**src/pkg/spp_defines.svh**
```systemverilog
`ifndef SPP_DEFINES_SVH
`define SPP_DEFINES_SVH
// Register index (printed offsets are not all multiples of four)
`define SPP_IDX_PA_DATA   12'h000
`define SPP_IDX_RSVD1     12'h001
`define SPP_IDX_PA_DIR    12'h002
`define SPP_IDX_RSVD3     12'h003
`define SPP_IDX_PC_DIR    12'h006
`define SPP_IDX_PD_DIR    12'h007
`define SPP_IDX_PA_PIN    12'h120
`define SPP_IDX_RSVD121   12'h121
`define SPP_IDX_PA_DRV    12'h122
// Field widths and reset values
`define SPP_PA_W          6
`define SPP_PC_W          2
`define SPP_PD_W          8
`define SPP_RST_PA        6'h00
`define SPP_RST_PC        2'h0
`define SPP_RST_PD        8'h00
`define SPP_RST_OEN       6'h3F
// SPI pin positions
`define SPP_PIN_MISO      0
`define SPP_PIN_MOSI      1
`define SPP_PIN_SCK       2
`define SPP_PIN_SS        3
`endif

```
**src/pkg/spp_pkg.sv**
```systemverilog
`default_nettype none
package spp_pkg;
  // Per-pin SPI claim with its drive level and direction
  typedef struct packed {
    logic [5:0] claim;
    logic [5:0] dout;
    logic [5:0] oe;
  } spp_spi_t;
  // Per-pin drive to the pad ring
  typedef struct packed {
    logic [5:0] dout;
    logic [5:0] oe_n;
    logic [5:0] reduce;
  } spp_pad_t;
endpackage
`default_nettype wire

```
**src/logic/spp_port.sv**
```systemverilog
// Functional notes
// - Data read gives latch if output, else pin
// - Pin 3 slave select, pin 2 serial clock
// - Pin 1 MOSI, pin 0 MISO
// - Unclaimed pins are plain general purpose I/O
// - Direction register has bits 5 to 0
// - Active SPI decides direction of its pins
// - SPI override leaves direction bits unchanged
// - Direction 1 drives, 0 is high-impedance input
// - Writes to reserved locations are ignored
// - Reserved 0x0003 always reads zero
// - Data register reset zero, bits 7:6 zero
// - Input register shows synchronized pin states
// - Per-pin reduced drive register bits
//
// Chosen here: the APB interface to the registers.
`include "spp_defines.svh"
`timescale 1ns/1ns
`default_nettype none
module spp_port
(
  input  wire logic             pclk,
  input  wire logic             presetn,
  input  wire logic             psel,
  input  wire logic             penable,
  input  wire logic             pwrite,
  input  wire logic [13:0]      paddr,
  input  wire logic [31:0]      pwdata,
  output logic      [31:0]      prdata,
  output logic                  pready,
  output logic                  pslverr,
  input  wire spp_pkg::spp_spi_t spi_in,
  output logic      [5:0]       spi_pin_level,
  input  wire logic [5:0]       pad_in,
  output spp_pkg::spp_pad_t     pad_out,
  output logic      [1:0]       portc_dir_bits,
  output logic      [7:0]       portd_dir_bits
);

  // ==========================================
  // Bus decode
  // ==========================================
  logic [11:0] idx;
  logic        wr_acc;
  logic        rd_acc;
  logic        word_ok;
  assign word_ok = (paddr[1:0] == 2'h0);
  assign idx     = paddr[13:2];
  // Writes land only at the edge where the master sees pready high,
  // so a master that stretches its access phase never writes early.
  // Reads are decoded in the first access cycle; the answer is a flop
  // that stands exactly in the cycle in which pready is high.
  assign wr_acc  = psel & penable & pwrite & pready & word_ok;
  assign rd_acc  = psel & penable & ~pwrite;

  // Index match, shared by write and read decode
  function automatic logic hit(input logic [11:0] a, input logic [11:0] r);
    hit = (a == r);
  endfunction

  // ==========================================
  // Pin synchronisers
  // ==========================================
  logic [5:0] pin_meta_reg;
  logic [5:0] pin_sync_reg;
  // Two stages before any logic looks at the pads
  always_ff @(posedge pclk or negedge presetn)
  begin
    if (!presetn)
    begin
      pin_meta_reg <= `SPP_RST_PA;
      pin_sync_reg <= `SPP_RST_PA;
    end
    else
    begin
      pin_meta_reg <= pad_in;
      pin_sync_reg <= pin_meta_reg;
    end
  end

  // ==========================================
  // Port registers
  // ==========================================
  logic [5:0] porta_data_bits;
  logic [5:0] porta_dir_bits;
  logic [5:0] porta_drive_reduce_bits;
  logic [1:0] portc_dir_reg;
  logic [7:0] portd_dir_reg;

  always_ff @(posedge pclk or negedge presetn)
  begin
    if (!presetn)
      porta_data_bits <= `SPP_RST_PA;
    else if (wr_acc && hit(idx, `SPP_IDX_PA_DATA))
      porta_data_bits <= pwdata[5:0];
  end

  // six direction bits, never touched by SPI
  // only a bus write changes them
  always_ff @(posedge pclk or negedge presetn)
  begin
    if (!presetn)
      porta_dir_bits <= `SPP_RST_PA;
    else if (wr_acc && hit(idx, `SPP_IDX_PA_DIR))
      porta_dir_bits <= pwdata[5:0];
  end

  always_ff @(posedge pclk or negedge presetn)
  begin
    if (!presetn)
      porta_drive_reduce_bits <= `SPP_RST_PA;
    else if (wr_acc && hit(idx, `SPP_IDX_PA_DRV))
      porta_drive_reduce_bits <= pwdata[5:0];
  end

  // Port C and D direction layouts only; their pins live elsewhere
  always_ff @(posedge pclk or negedge presetn)
  begin
    if (!presetn)
    begin
      portc_dir_reg <= `SPP_RST_PC;
      portd_dir_reg <= `SPP_RST_PD;
    end
    else
    begin
      if (wr_acc && hit(idx, `SPP_IDX_PC_DIR))
        portc_dir_reg <= pwdata[1:0];
      if (wr_acc && hit(idx, `SPP_IDX_PD_DIR))
        portd_dir_reg <= pwdata[7:0];
    end
  end
  // reserved indices have no write branch above, so writes drop

  // ==========================================
  // Pad muxing
  // ==========================================
  spp_pkg::spp_pad_t pad_next;
  logic [5:0]        dir_eff;
  // pins 3 and 2 carry slave select and serial clock when claimed
  // pins 1 and 0 carry MOSI and MISO when claimed
  // unclaimed pins follow the port registers
  // a claimed pin takes its direction from the SPI
  always_comb
  begin
    dir_eff           = (spi_in.claim & spi_in.oe) | (~spi_in.claim & porta_dir_bits);
    pad_next.dout     = (spi_in.claim & spi_in.dout) | (~spi_in.claim & porta_data_bits);
    // direction 1 drives the pad, 0 leaves it released
    pad_next.oe_n     = ~dir_eff;
    pad_next.reduce   = porta_drive_reduce_bits;
  end

  // Registered pad drive keeps outputs glitch free
  always_ff @(posedge pclk or negedge presetn)
  begin
    if (!presetn)
    begin
      // All pads released while in reset
      pad_out       <= '{dout: `SPP_RST_PA, oe_n: `SPP_RST_OEN, reduce: `SPP_RST_PA};
      spi_pin_level <= `SPP_RST_PA;
    end
    else
    begin
      pad_out       <= pad_next;
      spi_pin_level <= pin_sync_reg;   // SPI sees the synchronized levels
    end
  end

  // Direction copies for ports C and D leave as flops
  always_ff @(posedge pclk or negedge presetn)
  begin
    if (!presetn)
    begin
      portc_dir_bits <= `SPP_RST_PC;
      portd_dir_bits <= `SPP_RST_PD;
    end
    else
    begin
      portc_dir_bits <= portc_dir_reg;
      portd_dir_bits <= portd_dir_reg;
    end
  end

  // ==========================================
  // Read path
  // ==========================================
  logic [31:0] rd_next;
  logic [5:0]  porta_pin_input_bits;
  assign porta_pin_input_bits = pin_sync_reg;
  always_comb
  begin
    rd_next = 32'h0000_0000;
    // output pins read the latch, inputs the synced pin
    if (hit(idx, `SPP_IDX_PA_DATA))
      rd_next[5:0] = (porta_dir_bits & porta_data_bits) |
                     (~porta_dir_bits & porta_pin_input_bits);
    else if (hit(idx, `SPP_IDX_PA_DIR))
      rd_next[5:0] = porta_dir_bits;
    else if (hit(idx, `SPP_IDX_PC_DIR))
      rd_next[1:0] = portc_dir_reg;
    else if (hit(idx, `SPP_IDX_PD_DIR))
      rd_next[7:0] = portd_dir_reg;
    // input register always shows the pins
    else if (hit(idx, `SPP_IDX_PA_PIN))
      rd_next[5:0] = porta_pin_input_bits;
    else if (hit(idx, `SPP_IDX_PA_DRV))
      rd_next[5:0] = porta_drive_reduce_bits;
    // slot three and other reserved slots fall through as zero
    // upper bits and reserved ranges stay zero
  end

  // One wait state: answer registered in the first access cycle
  always_ff @(posedge pclk or negedge presetn)
  begin
    if (!presetn)
    begin
      pready  <= 1'b0;
      prdata  <= 32'h0000_0000;
      pslverr <= 1'b0;
    end
    else
    begin
      pready  <= psel & penable & ~pready;
      prdata  <= (rd_acc && !pready) ? rd_next : 32'h0000_0000;
      pslverr <= 1'b0;   // Unmapped space reads zero, no error
    end
  end

  // ==========================================
  // Assertions
  // ==========================================
  // Output pin reads the latch
  pa_read_mux_a : assert property (@(posedge pclk) disable iff (!presetn)
    (rd_acc && !pready && hit(idx, `SPP_IDX_PA_DATA))
    |=> (prdata[5:0] == (($past(porta_dir_bits) & $past(porta_data_bits)) |
         (~$past(porta_dir_bits) & $past(pin_sync_reg)))))
    else $error("data read mux wrong");
  // Claimed pin direction from SPI
  spi_dir_ovr_a : assert property (@(posedge pclk) disable iff (!presetn)
    spi_in.claim[`SPP_PIN_SCK]
    |=> (pad_out.oe_n[`SPP_PIN_SCK] == ~$past(spi_in.oe[`SPP_PIN_SCK])))
    else $error("sck direction not from spi");
  // Direction bits hold without a write
  dir_hold_a : assert property (@(posedge pclk) disable iff (!presetn)
    !(wr_acc && hit(idx, `SPP_IDX_PA_DIR))
    |=> $stable(porta_dir_bits))
    else $error("direction bits changed");
  // General purpose output enable follows direction
  gpio_oe_a : assert property (@(posedge pclk) disable iff (!presetn)
    !spi_in.claim[4]
    |=> (pad_out.oe_n[4] == ~$past(porta_dir_bits[4])))
    else $error("gpio direction wrong");
  // Reserved slot reads zero
  rsvd_zero_a : assert property (@(posedge pclk) disable iff (!presetn)
    (rd_acc && hit(idx, `SPP_IDX_RSVD3))
    |=> (prdata == 32'h0000_0000))
    else $error("reserved read nonzero");
  // Drive reduce reaches pads
  drv_reduce_a : assert property (@(posedge pclk) disable iff (!presetn)
    1'b1
    |=> (pad_out.reduce == $past(porta_drive_reduce_bits)))
    else $error("reduce not applied");
  // Master out level reaches pin 1
  mosi_level_a : assert property (@(posedge pclk) disable iff (!presetn)
    spi_in.claim[`SPP_PIN_MOSI]
    |=> (pad_out.dout[`SPP_PIN_MOSI] == $past(spi_in.dout[`SPP_PIN_MOSI])))
    else $error("mosi level wrong");
  // Master in level reaches pin 0
  miso_level_a : assert property (@(posedge pclk) disable iff (!presetn)
    spi_in.claim[`SPP_PIN_MISO]
    |=> (pad_out.dout[`SPP_PIN_MISO] == $past(spi_in.dout[`SPP_PIN_MISO])))
    else $error("miso level wrong");
  // Write lands in data latch
  data_write_a : assert property (@(posedge pclk) disable iff (!presetn)
    (wr_acc && hit(idx, `SPP_IDX_PA_DATA))
    |=> (porta_data_bits == $past(pwdata[5:0])))
    else $error("data write lost");
  // Slave select level reaches pin 3
  ss_level_a : assert property (@(posedge pclk) disable iff (!presetn)
    spi_in.claim[`SPP_PIN_SS]
    |=> (pad_out.dout[`SPP_PIN_SS] == $past(spi_in.dout[`SPP_PIN_SS])))
    else $error("slave select level wrong");
  // Serial clock level reaches pin 2
  sck_level_a : assert property (@(posedge pclk) disable iff (!presetn)
    spi_in.claim[`SPP_PIN_SCK]
    |=> (pad_out.dout[`SPP_PIN_SCK] == $past(spi_in.dout[`SPP_PIN_SCK])))
    else $error("sck level wrong");
  // Unclaimed pin drives the latch
  gpio_dout_a : assert property (@(posedge pclk) disable iff (!presetn)
    !spi_in.claim[5]
    |=> (pad_out.dout[5] == $past(porta_data_bits[5])))
    else $error("gpio level wrong");
  // Direction read has six bits only
  dir_width_a : assert property (@(posedge pclk) disable iff (!presetn)
    (rd_acc && !pready && hit(idx, `SPP_IDX_PA_DIR))
    |=> (prdata == {26'h0, $past(porta_dir_bits)}))
    else $error("direction read wrong");
  // Reserved write changes nothing
  rsvd_write_a : assert property (@(posedge pclk) disable iff (!presetn)
    (psel && penable && pwrite && pready && hit(idx, `SPP_IDX_RSVD1))
    |=> ($stable(porta_data_bits) && $stable(porta_dir_bits)))
    else $error("reserved write took effect");
  // Data read has zero upper bits
  data_upper_a : assert property (@(posedge pclk) disable iff (!presetn)
    (rd_acc && !pready && hit(idx, `SPP_IDX_PA_DATA))
    |=> (prdata[31:6] == 26'h0))
    else $error("data upper bits nonzero");
  // Input register shows synced pins
  pin_read_a : assert property (@(posedge pclk) disable iff (!presetn)
    (rd_acc && !pready && hit(idx, `SPP_IDX_PA_PIN))
    |=> (prdata == {26'h0, $past(pin_sync_reg)}))
    else $error("pin input read wrong");
  // Second sync stage reads only the first
  pin_sync_a : assert property (@(posedge pclk) disable iff (!presetn)
    1'b1
    |=> (pin_sync_reg == $past(pin_meta_reg)))
    else $error("pin sync chain broken");
  // Bus never reports an error
  no_slverr_a : assert property (@(posedge pclk) disable iff (!presetn)
    1'b1
    |=> !pslverr)
    else $error("slave error raised");
  // Answer stands for one cycle only
  ready_pulse_a : assert property (@(posedge pclk) disable iff (!presetn)
    pready
    |=> !pready)
    else $error("pready held too long");

endmodule
`default_nettype wire

```
**config.mk**
```make
export PLATFORM = sky130hd
export DESIGN_NAME = spp_port
export DESIGN_NICKNAME = d
export VERILOG_FILES = /design/src/pkg/spp_pkg.sv /design/src/logic/spp_port.sv
export VERILOG_INCLUDE_DIRS = /design/src /design/src/pkg
export SDC_FILE = /design/constraint.sdc
export NUM_CORES = 1
export LEC_CHECK = 0
export BUFFER_PORTS_ARGS = -buffer_cell sky130_fd_sc_hd__clkbuf_2
export CORE_UTILIZATION = 48
export CTS_BUF_LIST = sky130_fd_sc_hd__clkbuf_16
export CTS_CLUSTER_DIAMETER = 150
export DETAILED_ROUTE_END_ITERATION = 6
export PLACE_DENSITY_LB_ADDON = 0.1
export SYNTH_ARGS = -nofsm -noshare
export SYNTH_HDL_FRONTEND = slang
export SYNTH_SLANG_ARGS = --single-unit
```
**constraint.sdc**
```tcl
create_clock -name pclk -period 2.1 [get_ports pclk]
set_clock_uncertainty 0.15 [all_clocks]
set_input_delay 0.42 -clock pclk [delete_from_list [all_inputs] [get_ports pclk]]
set_output_delay 0.42 -clock pclk [all_outputs]
set_load 0.05 [all_outputs]
```
# After elaboration in Yosys (flattened, before gate mapping)
# Index checks and enable logic that the tools add are counted.
# W data, S select, Z words.
[op_classes]
eq_ne = 5
n_mux = 11
bitwise_logic = 20
n_reduce_logical = 9
[ops]
columns = ["cell", "count"]
rows = [
  ["$and A6 B6 Y6", 6],
  ["$mux W6", 6],
  ["$eq A12 B3 Y1 const B", 2],
  ["$eq A12 B9 Y1 const B", 2],
  ["$not A6 Y6", 3],
  ["$or A6 B6 Y6", 3],
  ["$eq A12 B2 Y1 const B", 1],
  ["$logic_not A12 Y1", 1],
  ["$mux W2", 4],
  ["$mux W8", 1],
  ["$and A1 B1 Y1", 6],
  ["$logic_and A1 B1 Y1", 6],
  ["$logic_not A2 Y1", 1],
  ["$not A1 Y1", 2],
  ["$logic_not A1 Y1", 1],
]
[word_totals]
ff_bits = 83
out_inout_bits = 68

# Logic depth before layout (Yosys ltp)
[depth]
word_depth = 8
ltp_mapped = 6
depth_no_buf = 4

# Worst setup path after synthesis
# OpenSTA, ideal clock, no wires.
[synth_timing]
kind = "input-to-reg"
startpoint = "input paddr[11]"
endpoint = "register porta_dir_bits[0]"
arrival_ns = 2.237
required_ns = 1.825
setup_slack_ns = -0.412
cell_stages = 5
path_cell_list = "or4_4 or4_4 or3_1 buf_6 mux2_4"
[synth_via]
elab_chain_cells = 2
[synth_rtl]
columns = ["item", "line", "text"]
rows = [
  ["start: declaration", "spp_port.sv:27", "input wire logic [13:0] paddr,"],
  ["$eq A12 B2 Y1", "spp_port.sv:58", "hit = (a == r);"],
  ["$logic_and A1 B1 Y1", "spp_port.sv:104", "else if (wr_acc && hit(idx, `SPP_IDX_PA_DIR))"],
  ["end signal: assignment", "spp_port.sv:103", "porta_dir_bits <= `SPP_RST_PA;"],
  ["end signal: assignment", "spp_port.sv:105", "porta_dir_bits <= pwdata[5:0];"],
  ["end: declaration", "spp_port.sv:85", "logic [5:0] porta_dir_bits;"],
]
# No other way between the ends.
# A chain may end at the register's enable or synchronous reset.

# Worst setup path in the final report
[layout_timing]
startpoint = "input paddr[11]"
endpoint = "register porta_dir_bits[1]"
# Same word-level chain as after synthesis.

==> impl_metrics.env <==
export IMPL_leakagePower_nw=2.368
export IMPL_endpoint_kind="flip-flop"
export IMPL_p_per_area_nw_per_um2=847.4
export IMPL_wl_um=7311
export IMPL_antenna_found_initial=0
export IMPL_cts_sinks=83
export IMPL_place_area_um2=4198
export IMPL_fmax_mhz=438.3
export IMPL_synth_cells=245
export IMPL_worstPathCellList="buf_6 -> or4_4 -> or4_4 -> or3_4 -> buf_6 -> mux2_4"
export IMPL_row_count=30
export IMPL_ant_nets=0
export IMPL_startpoint="paddr[11]"
export IMPL_clkTransAtPathRegs_ns=0.06
export IMPL_layout_common_cells="clkbuf_2, dfrtp_1, buf_4, mux2_2, conb_1"
export IMPL_syn_area_um2=3405
export IMPL_final_max_slew_violation_count=0
export IMPL_critPathBufInv=2
export IMPL_crit_required_ns=2.16
export IMPL_fin_ws_ns=-0.1815
export IMPL_place_ws_ns=-0.6415
export IMPL_critPathSlowestCell="or4_4"
export IMPL_detail_route_vias_per_cell=4.920
export IMPL_critPathMaxStageDelay_ns=0.53
export IMPL_stdcell_count=486
export IMPL_vias=2391
export IMPL_violations="setup timing"
export IMPL_drive_above_1_share_pct=52.56
export IMPL_hold_violations=0
export IMPL_largest_register_ffs=18
export IMPL_fin_tns_setup_ns=-2.842
export IMPL_drtIter0Drc=169
export IMPL_place_gp_congestion=0.8605
export IMPL_async_flop_share_pct=100.0
export IMPL_crit_type="primary input to flip-flop"
export IMPL_hp_class="primary input to flip-flop"
export IMPL_cts_path_max_buffers=2
export IMPL_dp_cells=469
export IMPL_setup_viol=22
export IMPL_overflow=0
export IMPL_ir_drop_v=0.0005172
export IMPL_grt_pass1_wl_um=11500
export IMPL_cts_root_buffer="clkbuf_16"
export IMPL_first_pass_iters=5
export IMPL_layout_min_cycle_time_ns=2.282
export IMPL_min_from="pad_in[0]"
export IMPL_syn_area_per_cell_um2=13.90
export IMPL_die_area_um2=7434
export IMPL_wire_per_inst_um=15.04
export IMPL_period_share_pct=108.6
export IMPL_regMostFlops="pad_out"
export IMPL_hpwl_um=5442
export IMPL_yosys_warnings=0
export IMPL_grt_max_degree=58
export IMPL_fp_dieW_um=86.22
export IMPL_grt_util_all_layers_pct=20.93
export IMPL_ios=143
export IMPL_max_cap_violations=0
export IMPL_cts_tree="yes"
export IMPL_clk_latency_ns=0.33
export IMPL_layout_commonest_cell="clkbuf_2"
export IMPL_cts_buffers=9
export IMPL_grt_pass1_vias=2253
export IMPL_yosysSeqAreaShare_pct=61.23
export IMPL_die_h_um=86.22
export IMPL_crit_path_start_kind="primary input"
export IMPL_cp_top_family="simple AND/OR/NAND/NOR gates"
export IMPL_cp_arrival_ns=2.35
export IMPL_area_growth_pct=35.87
export IMPL_drc_errors=0
export IMPL_status="complete, but fails checks"
export IMPL_diodes=0
export IMPL_synth_seq_cells=83
export IMPL_cp_max_fo=4
export IMPL_rsz0062_at_grt="true"
export IMPL_h_tree_depth=3
export IMPL_synth_edf_count=0
export IMPL_ys_types=35
export IMPL_nets=460
export IMPL_port_buffer_count=93
export IMPL_core_um2=6832
export IMPL_r2r_setup_slack_ns=0.09
export IMPL_ys_flop_type="dfrtp_1"
export IMPL_start_util_pct=49.84
export IMPL_rr_startpoint="pready$_DFF_PN0_"
export IMPL_final_area_um2=4626
==> final cells by class <==
class                           count  area (um^2)
Clock buffer                        9        225.2
Clock inverter                      7        140.1
Fill cell                         517         2206
Inverter                            3        11.26
Multi-Input combinational cell    151         1214
Sequential cell                    83         2085
Tap cell                           96        120.1
Timing Repair Buffer              137        830.8
==> metal layers <==
metal  global-route usage [%]  vias to the layer above  wire [um]
met5                        0                        -          0
met4                    8.030                        0        100
met3                    5.905                       10        498
met2                    32.03                      105       3356
met1                    28.55                     1163       3355
li1                         -                     1113          -
==> final timing paths <==
check                                                end  cells after the start
setup / recovery           porta_dir_bits[1]$_DFFE_PN0P_                      6
hold / removal                 pin_meta_reg[0]$_DFF_PN0_                      1
setup reg to reg           porta_dir_bits[1]$_DFFE_PN0P_                      5
hold reg to reg                pin_sync_reg[4]$_DFF_PN0_                      0
max in group asynchronous           pad_out[7]$_DFF_PN1_                      3
min in group asynchronous           pad_out[0]$_DFF_PN0_                      3
==> cell usage after synthesis, types with 3 or more instances <==
library cell	instances	area share, %
nor3_1	3	0.44
inv_1	3	0.33
mux2i_1	11	3.2
clkbuf_1	5	0.55
a221o_1	4	1.2
nor4_1	3	0.55
or3_1	4	0.73
o21ai_0	11	1.6
a221oi_1	4	1.0
nand3_1	8	1.2
nand2_1	8	0.88
buf_4	25	5.5
mux2_2	27	8.9
dfrtp_1	77	57
dfstp_2	6	4.6
a2111oi_0	4	1.0
mux2_4	12	5.3
nor2_1	7	0.77
and2_1	3	0.55
==> logic make-up (layout without fill, tap and decap cells) <==
family	Yosys count	in the layout	share of synthesized area, %
compound gates	29	29	6.248
buf+inv	35	156	7.056
flops	83	83	61.23
mux	50	50	17.46
other cells	1	25	0.1101
simple gates	47	47	7.902
==> report_power, final <==
part / switching, W / internal [W] / total [W] / leakage, nW
Clock: 0.000610 / 0.00128 / 0.00189 / 0.177
Sequential: 0.0000107 / 0.00163 / 0.00164 / 1.09
Combinational: 0.000277 / 0.000108 / 0.000385 / 1.10
==> worst register-to-register path: cells and delay by family (launching register included) <==
kind	cells	cell delay, ns
buffers and inverters	1	0.14
DFF	1	0.35
muxes	1	0.29
and+or+nand+nor	3	0.95
==> per-stage QoR <==
stage          hold slack, ns  util [%]  power [W]
3_3_place_gp           0.1831     61.45   0.002053
6_report              0.03885     67.71   0.003920
4_1_cts               0.03257     67.33   0.003957
5_1_grt               0.02721     67.71   0.004054
2_1_floorplan        -0.02559         -   0.001931
3_5_place_dp           0.1910     61.45   0.002056
==> timing repair <==
item                                    in CTS  in global routing
gates resized for setup                      6                  6
endpoints found under the hold margin       77                  0
setup buffers                                0                  1
hold buffers                                 1                  0
endpoints found under the setup margin      22                 27
pin swaps                                    1                  1
Power figures use the tool's default switching activity.
